[config.mk]
export PLATFORM = sky130hd
export DESIGN_NAME = synth_ctrl
export DESIGN_NICKNAME = d
export VERILOG_FILES = /design/src/verilog/synth_ctrl_pkg.sv /design/src/verilog/sigma_delta3.sv /design/src/verilog/synth_ctrl.sv
export VERILOG_INCLUDE_DIRS = /design/src /design/src/verilog
export SDC_FILE = /design/constraint.sdc
export NUM_CORES = 1
export LEC_CHECK = 0
export BUFFER_PORTS_ARGS = -buffer_cell sky130_fd_sc_hd__buf_2
export CAP_MARGIN = 20
export CORE_MARGIN = 10
export CORE_UTILIZATION = 31
export DETAILED_ROUTE_END_ITERATION = 12
export PLACE_DENSITY_LB_ADDON = 0.3
export SYNTH_ARGS = -nofsm -noshare
export SYNTH_HDL_FRONTEND = slang
export SYNTH_SLANG_ARGS = --single-unit
[constraint.sdc]
create_clock -name sys_clk -period 16.35 [get_ports sys_clk]
set_clock_uncertainty 0.05 [all_clocks]
set_input_delay 2.4525 -clock sys_clk [delete_from_list [all_inputs] [get_ports sys_clk]]
set_output_delay 2.4525 -clock sys_clk [all_outputs]
set_load 0.1 [all_outputs]
[src/verilog/synth_ctrl_regs.svh]
// Purpose: offsets, field positions, resets, codes
// Assumes: 32-bit register words, byte addresses
// Notes: included by both design modules
`ifndef SYNTH_CTRL_REGS_SVH
`define SYNTH_CTRL_REGS_SVH

// ****************************************
// Register offsets
// ****************************************
`define OFS_FREQ 8'h00
`define OFS_MOD 8'h04
`define OFS_CTRL 8'h08
`define OFS_TIMER 8'h0c
`define OFS_DITHER 8'h10
`define OFS_STATUS 8'h14

// ****************************************
// Field positions
// ****************************************
`define WORD_LSB 3
`define WORD_MSB 14
`define CNT_RST_BIT 3
`define PWR_DN_BIT 5
`define SLIP_EN_BIT 18
`define DIV_MODE_LSB 15
`define DIV_MODE_MSB 16
`define DITHER_BIT 0

// ****************************************
// Reset values and codes
// ****************************************
`define MOD_RESET 12'h002
`define MOD_MIN 12'h002
`define DIV_MODE_OFF 2'h0
`define DIV_MODE_FAST 2'h1
`define MAX_CELLS 3'h7
`define LFSR_SEED 21'h000001
`define LFSR_TAPS 21'h140000

`endif

[src/verilog/synth_ctrl_pkg.sv]
// Purpose: shared types of the synthesizer control core
// Assumes: constants come from the register header
// Notes: types only
package synth_ctrl_pkg;

	// ****************************************
	// Charge pump drive towards the analog side
	// ****************************************
	typedef struct packed
	{
		logic boost_x16;
		logic source;
		logic [2:0] cells;
	} cp_drive_s;

	// ****************************************
	// Slip reduction sequencer states
	// ****************************************
	typedef enum logic [1:0]
	{
		SLIP_IDLE,
		SLIP_RAMP,
		SLIP_RELEASE
	} slip_state_e;

endpackage : synth_ctrl_pkg

[src/verilog/sigma_delta3.sv]
// Purpose: third-order modulus-based sigma-delta modulator
// Assumes: advance is a one-cycle pulse per PFD period
// Notes: output in -3..+4, registered
`timescale 1ns/1ps
`include "synth_ctrl_regs.svh"

module sigma_delta3 #(
	parameter int MOD_W = 12
) (
	input wire logic sys_clk,
	input wire logic sys_rst,
	input wire logic clk_en,
	input wire logic hold,
	input wire logic advance,
	input wire logic dither_en,
	input wire logic [MOD_W-1:0] modulus,
	input wire logic [MOD_W-1:0] frac,
	output logic signed [3:0] code
);
	import synth_ctrl_pkg::*;

	logic [MOD_W-1:0] acc1;
	logic [MOD_W-1:0] acc2;
	logic [MOD_W-1:0] acc3;
	logic c2_d;
	logic c3_d;
	logic c3_dd;
	logic [20:0] lfsr;
	logic [MOD_W:0] s1;
	logic [MOD_W:0] s2;
	logic [MOD_W:0] s3;
	logic [MOD_W-1:0] f_clip;

	// ****************************************
	// Modulo accumulate, carry in the top bit
	// ****************************************
	function automatic logic [MOD_W:0] mod_add(
		input logic [MOD_W-1:0] acc,
		input logic [MOD_W:0] inc,
		input logic [MOD_W-1:0] m
	);
		logic [MOD_W+1:0] s;
		s = {2'h0, acc} + {1'b0, inc};
		if (s >= {2'h0, m})
		begin
			s = s - {2'h0, m};
			mod_add = {1'b1, s[MOD_W-1:0]};
		end
		else
		begin
			mod_add = {1'b0, s[MOD_W-1:0]};
		end
	endfunction : mod_add

	// Fraction above the modulus would break the modulo step
	assign f_clip = (frac >= modulus) ? modulus - 1'b1 : frac;
	assign s1 = mod_add(acc1, {1'b0, f_clip} +
		{{MOD_W{1'b0}}, dither_en & lfsr[0]}, modulus);
	assign s2 = mod_add(acc2, {1'b0, s1[MOD_W-1:0]}, modulus);
	assign s3 = mod_add(acc3, {1'b0, s2[MOD_W-1:0]}, modulus);

	// ****************************************
	// Dither source, repeat 2^21-1 advances
	// ****************************************
	// long dither sequence
	always_ff @(posedge sys_clk or posedge sys_rst)
	begin
		if (sys_rst)
			lfsr <= `LFSR_SEED;
		else if (clk_en && advance && !hold)
			lfsr <= {1'b0, lfsr[20:1]} ^
				(lfsr[0] ? `LFSR_TAPS : 21'h000000);
	end

	// ****************************************
	// Accumulators and noise shaping
	// ****************************************
	// advance per PFD cycle
	always_ff @(posedge sys_clk or posedge sys_rst)
	begin
		if (sys_rst)
		begin
			acc1 <= '0;
			acc2 <= '0;
			acc3 <= '0;
			c2_d <= 1'b0;
			c3_d <= 1'b0;
			c3_dd <= 1'b0;
			code <= 4'sh0;
		end
		else if (clk_en && hold)
		begin
			acc1 <= '0;
			acc2 <= '0;
			acc3 <= '0;
			c2_d <= 1'b0;
			c3_d <= 1'b0;
			c3_dd <= 1'b0;
			code <= 4'sh0;
		end
		else if (clk_en && advance)
		begin
			acc1 <= s1[MOD_W-1:0];
			acc2 <= s2[MOD_W-1:0];
			acc3 <= s3[MOD_W-1:0];
			c2_d <= s2[MOD_W];
			c3_d <= s3[MOD_W];
			c3_dd <= c3_d;
			code <= $signed({3'h0, s1[MOD_W]})
				+ $signed({3'h0, s2[MOD_W]})
				- $signed({3'h0, c2_d})
				+ $signed({3'h0, s3[MOD_W]})
				- $signed({2'h0, c3_d, 1'b0})
				+ $signed({3'h0, c3_dd});
		end
	end

endmodule : sigma_delta3

[src/verilog/synth_ctrl.sv]
// Purpose: fractional-N modulator, slip reduction, fast lock
// Assumes: pfd_tick is a one-cycle pulse per PFD period
// Notes: slip pins come from the analog side, synchronised
`timescale 1ns/1ps
`include "synth_ctrl_regs.svh"

module synth_ctrl #(
	parameter int MOD_W = 12
) (
	input wire logic sys_clk,
	input wire logic sys_rst,
	input wire logic clk_en,
	input wire logic pfd_tick,
	input wire logic [7:0] reg_addr,
	input wire logic [31:0] reg_wdata,
	input wire logic reg_wr,
	input wire logic reg_rd,
	output logic [31:0] reg_rdata,
	input wire logic slip_near_pin,
	input wire logic overshoot_pin,
	input wire logic tune_up_pin,
	output synth_ctrl_pkg::cp_drive_s cp_drive,
	output logic loop_filter_switch_pin_out,
	output logic loop_filter_switch_pin_oe,
	output logic signed [3:0] sdm_code
);
	import synth_ctrl_pkg::*;

	// ****************************************
	// Elaboration check
	// ****************************************
	if (MOD_W != 12)
	begin : g_bad_width
		$error("synth_ctrl supports a 12-bit modulus only");
	end

	// ****************************************
	// Declarations
	// ****************************************
	logic [MOD_W-1:0] frac, fractional_modulus, timer_value;
	logic [MOD_W-1:0] mod_eff, div_cnt, mod_cnt;
	logic cnt_rst, pwr_dn, slip_reduction, dither_en, hold, cell_source;
	logic freq_latch, slip_prev, over_prev, slip_ev, over_ev, fast_active;
	logic [1:0] div_mode;
	logic [2:0] sync1, sync2, sync3, pin_state, cells;
	slip_state_e slip_state;

	// ****************************************
	// Register field decode
	// ****************************************
	function automatic logic [MOD_W-1:0] word_field(
		input logic [31:0] w
	);
		word_field = w[`WORD_MSB:`WORD_LSB];
	endfunction : word_field

	assign hold = cnt_rst | pwr_dn;
	assign freq_latch = clk_en && reg_wr &&
		(reg_addr == `OFS_FREQ);

	assign mod_eff = (fractional_modulus < `MOD_MIN) ?
		`MOD_MIN : fractional_modulus;

	// ****************************************
	// Register writes
	// ****************************************
	always_ff @(posedge sys_clk or posedge sys_rst)
	begin
		if (sys_rst)
		begin
			frac <= '0;
			fractional_modulus <= `MOD_RESET;
			cnt_rst <= 1'b0;
			pwr_dn <= 1'b0;
			slip_reduction <= 1'b0;
			div_mode <= `DIV_MODE_OFF;
			timer_value <= '0;
			dither_en <= 1'b0;
		end
		else if (clk_en && reg_wr)
		begin
			case (reg_addr)
				`OFS_FREQ:
					frac <= word_field(reg_wdata);
				`OFS_MOD:
					fractional_modulus <= word_field(reg_wdata);
				`OFS_CTRL:
				begin
					cnt_rst <= reg_wdata[`CNT_RST_BIT];
					pwr_dn <= reg_wdata[`PWR_DN_BIT];
				end
				`OFS_TIMER:
				begin
					slip_reduction <= reg_wdata[`SLIP_EN_BIT];
					div_mode <=
						reg_wdata[`DIV_MODE_MSB:`DIV_MODE_LSB];
					timer_value <= word_field(reg_wdata);
				end
				`OFS_DITHER:
					dither_en <= reg_wdata[`DITHER_BIT];
				default:
					frac <= frac;
			endcase
		end
	end

	// ****************************************
	// Register reads, data one cycle later
	// ****************************************
	always_ff @(posedge sys_clk or posedge sys_rst)
	begin
		if (sys_rst)
			reg_rdata <= 32'h00000000;
		else if (clk_en)
		begin
			reg_rdata <= 32'h00000000;
			if (reg_rd)
			begin
				case (reg_addr)
					`OFS_FREQ:
						reg_rdata[`WORD_MSB:`WORD_LSB] <= frac;
					`OFS_MOD:
						reg_rdata[`WORD_MSB:`WORD_LSB] <=
							fractional_modulus;
					`OFS_CTRL:
					begin
						reg_rdata[`CNT_RST_BIT] <= cnt_rst;
						reg_rdata[`PWR_DN_BIT] <= pwr_dn;
					end
					`OFS_TIMER:
					begin
						reg_rdata[`SLIP_EN_BIT] <= slip_reduction;
						reg_rdata[`DIV_MODE_MSB:`DIV_MODE_LSB] <=
							div_mode;
						reg_rdata[`WORD_MSB:`WORD_LSB] <= timer_value;
					end
					`OFS_DITHER:
						reg_rdata[`DITHER_BIT] <= dither_en;
					`OFS_STATUS:
						reg_rdata[7:0] <= {cell_source, fast_active,
							slip_state, 1'b0, cells};
					default:
						reg_rdata <= 32'h00000000;
				endcase
			end
		end
	end

	// ****************************************
	// Pin synchronisers
	// ****************************************
	// Three stages; a level counts once stages two and three agree
	always_ff @(posedge sys_clk or posedge sys_rst)
	begin
		if (sys_rst)
		begin
			sync1 <= 3'h0;
			sync2 <= 3'h0;
			sync3 <= 3'h0;
			pin_state <= 3'h0;
			slip_prev <= 1'b0;
			over_prev <= 1'b0;
		end
		else if (clk_en)
		begin
			sync1 <= {tune_up_pin, overshoot_pin, slip_near_pin};
			sync2 <= sync1;
			sync3 <= sync2;
			slip_prev <= pin_state[0];
			over_prev <= pin_state[1];
			for (int i = 0; i < 3; i++)
				if (sync2[i] == sync3[i])
					pin_state[i] <= sync3[i];
		end
	end

	assign slip_ev = pin_state[0] & ~slip_prev;
	assign over_ev = pin_state[1] & ~over_prev;

	// ****************************************
	// Cycle slip reduction sequencer
	// ****************************************
	// Releasing on PFD ticks keeps each step one loop update
	always_ff @(posedge sys_clk or posedge sys_rst)
	begin
		if (sys_rst)
		begin
			slip_state <= SLIP_IDLE;
			cells <= 3'h0;
			cell_source <= 1'b0;
		end
		else if (clk_en)
		begin
			if (!slip_reduction || hold)
			begin
				slip_state <= SLIP_IDLE;
				cells <= 3'h0;
			end
			else
			begin
				case (slip_state)
					SLIP_IDLE:
						if (slip_ev)
						begin
							cells <= 3'h1;
							cell_source <= pin_state[2];
							slip_state <= SLIP_RAMP;
						end
					SLIP_RAMP:
						if (over_ev)
							slip_state <= SLIP_RELEASE;
						else if (slip_ev && cells != `MAX_CELLS)
							cells <= cells + 3'h1;
					SLIP_RELEASE:
						if (cells == 3'h0)
							slip_state <= SLIP_IDLE;
						else if (pfd_tick)
							cells <= cells - 3'h1;
					default:
					begin
						slip_state <= SLIP_IDLE;
						cells <= 3'h0;
					end
				endcase
			end
		end
	end

	// ****************************************
	// Fast-lock timer
	// ****************************************
	// Counts value x modulus PFD periods, not value periods
	always_ff @(posedge sys_clk or posedge sys_rst)
	begin
		if (sys_rst)
		begin
			fast_active <= 1'b0;
			div_cnt <= '0;
			mod_cnt <= '0;
		end
		else if (clk_en)
		begin
			if (hold || div_mode != `DIV_MODE_FAST)
				fast_active <= 1'b0;
			else if (freq_latch && timer_value != '0)
			begin
				fast_active <= 1'b1;
				div_cnt <= timer_value;
				mod_cnt <= mod_eff - 1'b1;
			end
			else if (fast_active && pfd_tick)
			begin
				if (mod_cnt != '0)
					mod_cnt <= mod_cnt - 1'b1;
				else
				begin
					mod_cnt <= mod_eff - 1'b1;
					div_cnt <= div_cnt - 1'b1;
					if (div_cnt == 12'h001)
						fast_active <= 1'b0;
				end
			end
		end
	end

	// ****************************************
	// Outputs to the analog side
	// ****************************************
	// x16 current while wide
	always_ff @(posedge sys_clk or posedge sys_rst)
	begin
		if (sys_rst)
		begin
			cp_drive <= '0;
			loop_filter_switch_pin_oe <= 1'b0;
		end
		else if (clk_en)
		begin
			cp_drive.boost_x16 <= fast_active;
			cp_drive.source <= cell_source;
			cp_drive.cells <= cells;
			loop_filter_switch_pin_oe <= fast_active;
		end
	end

	// Switch only ever sinks, so its driven level is always low
	assign loop_filter_switch_pin_out = 1'b0;

	// ****************************************
	// Sigma-delta modulator
	// ****************************************
	sigma_delta3 #(.MOD_W(MOD_W)) u_sdm (
		.sys_clk(sys_clk),
		.sys_rst(sys_rst),
		.clk_en(clk_en),
		.hold(hold),
		.advance(pfd_tick),
		.dither_en(dither_en),
		.modulus(mod_eff),
		.frac(frac),
		.code(sdm_code)
	);

endmodule : synth_ctrl

# == Word-level counts from Yosys, hierarchy flattened ==
# Cells that the tools add are included.
# word_totals
rom_bits,0
word_cells,175
latchBits,0
ramBits,0
inputBits,49
ff_bits,188
mem_count,0
# op_classes
muxes,53
reduce_logical,35
add_sub_neg,17
eq_ne,22
div_mod_pow,0
shift,0
order_cmp,5
bitwise_logic,9
n_mul,0
# op_table
operator,count
$mux W12,14
$mux W13,3
$sub A12 B1 Y12 const B,3
$sub A12 B12 Y12,3
$ne A3 B3 Y1 const B,9
$add A12 B12 Y13,2
$ge A13 B12 Y1,2
$reduce_bool A12 Y1,2
$mux W21,1
$pmux W7 S3,1
$xor A20 B21 Y21,1
$mux W19,1
$mux W3,6
$eq A8 B4 Y1 const B,2
$eq A8 B5 Y1 const B,2
$reduce_and A2 Y1,8
$reduce_and A4 Y1,4
$add A12 B13 Y14,1
$ge A14 B12 Y1,1
$add A12 B1 Y13,1
$eq A12 B1 Y1 const B,1
$ge A12 B12 Y1,1
$lt A12 B2 Y1 const B,1
$mux W1,12
other kinds (33),59

# == Depth between registers and ports, before layout ==
# depth
depth_word,19
ltp_mapped,70

# == Modules after synthesis ==
# From an unflattened synthesis, not the netlist that was laid out.
# hier_totals
hier_cells,1340
hier_area_um2,12391.9
# by_module_without_submodules
mod,area_per_inst_um2,cells_each,n_inst
sigma_delta3,6431.2,738,1
synth_ctrl,5960.7,602,1

# == Worst setup path before layout ==
# OpenSTA, ideal clock, no wires.
# synth_timing
kind,reg-to-reg
startpoint,register fractional_modulus[6]
endpoint,register u_sdm.code[3]
stages_incl_launch_ff,69
path_buffers,4
period_less_slack_ps,14168
required_time_ps,16177
setup_time_ps,123
t_arrival_ps,13995
setup_slack_ps,2182
cell_sequence,dfrtp_1 or4_4 or4_4 or3_4 o31ai_4 inv_1 ha_1 nand2b_1 a21o_1 a21o_1 a21oi_1 o31ai_1 o22ai_1 clkbuf_1 mux2i_1 fa_1 inv_1 fa_1 [33 not listed] o31ai_1 a211oi_1 nor2_1 ha_1 and4_1 and3_1 a211oi_1 nand2_1 o21bai_1 nand2_1 inv_1 ha_1 inv_1 fa_1 ha_1 inv_1 ha_1 a22o_1
# synth_between
elab_chain_len,19
elab_cells_between_ends,24
# synth_rtl
element,line,source
start: declaration,synth_ctrl.sv:40,"logic [MOD_W-1:0] frac, fractional_modulus, timer_value;"
start signal: assignment,synth_ctrl.sv:72,fractional_modulus <= `MOD_RESET;
start signal: assignment,synth_ctrl.sv:86,fractional_modulus <= word_field(reg_wdata);
$lt A12 B2 Y1 (no source line),-,
$mux W12 (*),synth_ctrl.sv:61,assign mod_eff = (fractional_modulus < `MOD_MIN) ?
$sub A12 B1 Y12 or $ge A12 B12 Y1 (tied branches),sigma_delta3.sv:56,assign f_clip = (frac >= modulus) ? modulus - 1'b1 : frac;
$mux W12,sigma_delta3.sv:56,
$add A12 B1 Y13,sigma_delta3.sv:57,"assign s1 = mod_add(acc1, {1'b0, f_clip} +"
$add A12 B13 Y14,sigma_delta3.sv:43,"s = {2'h0, acc} + {1'b0, inc};"
$sub A12 B12 Y12 or $ge A14 B12 Y1 (tied branches),"sigma_delta3.sv:46, sigma_delta3.sv:44",
$mux W13,sigma_delta3.sv:44,"if (s >= {2'h0, m})"
[3 not listed],-,
$add A12 B12 Y13,sigma_delta3.sv:43,
$ge A13 B12 Y1,sigma_delta3.sv:44,
$mux W13,sigma_delta3.sv:44,
$add A4 B2 Y4 (*),sigma_delta3.sv:112,"+ $signed({3'h0, s3[MOD_W]})"
$sub A4 B3 Y4 (*),sigma_delta3.sv:113,"- $signed({2'h0, c3_d, 1'b0})"
$add A4 B2 Y4 (*),sigma_delta3.sv:114,"+ $signed({3'h0, c3_dd});"
$mux W4 (*),sigma_delta3.sv:101,else if (clk_en && advance)
$mux W4 (*),sigma_delta3.sv:91,else if (clk_en && hold)
end signal: assignment,sigma_delta3.sv:109,"code <= $signed({3'h0, s1[MOD_W]})"
end: declaration,sigma_delta3.sv:18,output logic signed [3:0] code
# Every way passes the cells marked *; elsewhere a longest branch is shown, timed or not. The select of a mux whose other input is x is not followed.
# A chain may end at the register's enable or synchronous reset.

# == Final worst setup path ==
# layout_timing
startpoint,register fractional_modulus[6]
endpoint,register u_sdm.code[2]
# The elaborated chain is that of the path after synthesis.

==> impl_results.md <==
- Synth Area in XOR/XNOR: 3.47%
- Worst-margin pin slew: 0.892 ns
- Clk Latency, worst-skew pair: 0.46 ns
- Final net count: 1,557
- Clock buffer depth: 2
- Num CTS Buffers: 17
- Drt via density: just over 5
- Gr ovfl total: 0
- WS Path Type: reg -> reg
- Setup tns final: 0 ns
- H-tree depth: 4
- Synth Warn #: 0
- Slew margin rel.: approximately two fifths
- Syn_area_per_cell: a little over 9 sq um
- Cell row count: 73
- Ratio of cells with drive above 1 in the final layout: 15.9%
- Commonest non-fill, non-tap cells in the layout: dfrtp_1 (172), nand2_1 (146), ha_1 (98)
- Die W: 220 um
- CTS Hold Bufs: 0
- Final Hold Fails: 0
- Top FF cell, synth: dfrtp_1
- Antenna fix cells: 0
- Via count: 9,996
- Max Slew Vio Count: 0
- Largest registers: u_sdm.lfsr (21), reg_rdata (18)
- Die Span Y: 220 um
- Status: finished clean
- Max reg flops: 21
- Mapped cell area: 0.0124 sq mm
- Non-Filler Instances: 1,938
- Root buf cell: clkbuf_16
- Sequential area share after synthesis: 35.2%
- Cells after synthesis: 1,344
- Antenna-violating nets left: 0
- Peak Freq: 65.3 MHz
- Routability congestion estimate: roughly 0.86
- Critical-path cell with the highest stage delay: or4_4
- Filler cells: 4,024
- Area of the core: just under 0.04 sq mm
- Biggest register: u_sdm.lfsr
- Ys async rst share: 100%
- Final Routed Wirelength: between 30,000 and 40,000 um
- Pin count of the biggest net entering global routing: 66
- Register area: 0.00436 sq mm
- PortBufs: 60
- Largest family of logic cells by synthesized area: compound AO/OA/AOI/OAI gates
- Dpl hpwl: 24,400 um
- EDFF count, synth: 0
- Initial core utilization: 31.3%
- Most used cell, CP: ha_1
- Simple-Gate Fraction of Synth Area: 15.9%
- Wirelength per Cell: 16.9 um
- Maxcap violations: 0
- RSZ-0062 raised after global routing: false
- Type of element capturing the critical path: flip-flop
- CP delay by family, top: compound AO/OA/AOI/OAI gates
- Vias in the first global route: 9,884
- Initial antenna violation count: 0
- Tcrit/Tclk final: 93.6%
- Worst EP required: 16.67 ns
- Ports: 92
- Clk slew on worst S/H paths: 0.08 ns
- Worst min-delay path class: reg -> reg
- Adder-cell area share of the yosys netlist: 11.5%
- CP max FO: 12
- Starting DRT DRC Count: 710
- Sink Count: approximately 170
- Area Growth Syn to Fin: 11.9%
- Multi-input gate area: 0.00746 sq mm
- DRC viols: 0
- Final core occ: 35.0%
- Seq cells post-synth: between 150 and 200
- DRT Pass-1 Iters: 5
- Distinct cells, synth: 86
- Global Route Usage Sum: 13.5%
- Mux share of post-synthesis cell area: 9.33%
- CTS tree: built
- Final setup viols: 0
- Design Area, Final: between 0.01 and 0.015 sq mm
- Critical path startpoint category: flip-flop
- Max incr delay on CP: roughly 0.57 ns
- CP arrival: 15.63 ns
- Post-DP Area: 0.0132 sq mm
- Most common cell after layout, fill and taps aside: dfrtp_1
- CP bufs+invs: 9
- First-pass GRT wire length: 52,900 um
- Cells after DPL: 1,896
- Die area: 0.0483 sq mm
- Tmin final: roughly 15 ns
- Post-synthesis compound-gate area fraction: 19.4%
[metrics by stage]
step / hold slack [ns] / setup slack, ns
after floorplan: 0.389 / 2.18
after global placement: 0.402 / 0.689
after detailed placement: 0.400 / 0.587
after CTS: 0.423 / 0.516
after global routing: 0.447 / 0.0225
final: 0.419 / 1.04
[timing repair]
item,4_1_cts,5_1_grt
setup buffers,0,10
resized for setup,0,3
setup endpoints to repair,0,4
endpoints found under the hold margin,0,0
[kinds of logic (layout without fill, tap and decap cells)]
family,after synthesis,in the layout
simple gates,404,404
compound gates,359,359
flops,174,174
buf+inv,147,202
fa+ha+maj,108,108
mux,102,102
xor+xnor,49,49
other cells,1,15
[cell usage after synthesis (6+ instances only)]
cell / number / share of area (%)
a22o_1: 27 / 1.9
dfrtp_1: 172 / 35
o21a_1: 23 / 1.4
inv_1: 85 / 2.6
and2_1: 8 / 0.40
a21oi_1: 69 / 2.8
o21ai_1: 18 / 0.73
xor2_1: 12 / 0.85
xnor2_1: 37 / 2.6
a22oi_1: 9 / 0.55
o31ai_1: 8 / 0.49
nand4_1: 15 / 0.76
o211ai_1: 9 / 0.55
and3_1: 8 / 0.40
nor4_1: 14 / 0.71
o31a_1: 10 / 0.71
nand3_1: 19 / 0.77
buf_2: 8 / 0.32
o22ai_1: 20 / 1.0
fa_1: 10 / 1.6
nor3_1: 33 / 1.3
buf_4: 16 / 0.97
clkbuf_1: 30 / 0.91
ha_1: 98 / 9.9
nand2_1: 146 / 4.4
buf_1: 7 / 0.21
a31oi_1: 6 / 0.30
nor2b_1: 21 / 1.1
a21o_1: 14 / 0.85
o21ai_0: 84 / 3.4
a211oi_1: 10 / 0.61
nand2b_1: 18 / 0.91
nor2_1: 89 / 2.7
mux2_2: 77 / 7.0
mux2i_1: 20 / 1.6
[area by class of cell]
type                       instances  area share (%)
tap                              525            4.75
sequential                       174            31.5
inverter                          85            2.34
clock inverter                    14           0.850
multi-input combinational       1037            53.9
clock buffer                      18            3.17
timing repair buffer              85            3.53
[worst reg2reg max path, delay by kind of cell (launching register included)]
family,cells,cell delay (ns)
flip-flops,1,0.45
XOR/XNOR,3,0.59
adder cells (fa/ha/maj),13,3.87
AND/OR/NAND/NOR,13,3.44
AO/OA/AOI/OAI,23,4.79
multiplexers,3,0.92
buffers and inverters,9,1.16
[per-layer routing]
metal,share of wire [%],up-vias,track usage [%],wire length [um]
met3,3.4,30,2.37,1120
met4,1.5,0,4.02,482
met2,48,172,22.4,15800
li1,-,4965,-,-
met5,0,-,0,0
met1,47,4829,17.8,15300
[worst paths after layout]
check | slack, ns | end | depth (start not counted) | start
setup reg to reg | 1.04 | u_sdm.code[2] | 64 | fractional_modulus[6]
min in group asynchronous | 2.02 | u_sdm.acc1[11] | 2 | sys_rst
hold / removal | 0.42 | u_sdm.lfsr[2] | 2 | u_sdm.lfsr[3]
hold reg to reg | 0.42 | u_sdm.lfsr[2] | 2 | u_sdm.lfsr[3]
max in group asynchronous | 12.93 | sync2[2] | 3 | sys_rst
setup / recovery | 1.04 | u_sdm.code[2] | 64 | fractional_modulus[6]
Power is not shown: default switching activity piles up to over one toggle a cycle in this logic, so the estimate is an artifact.
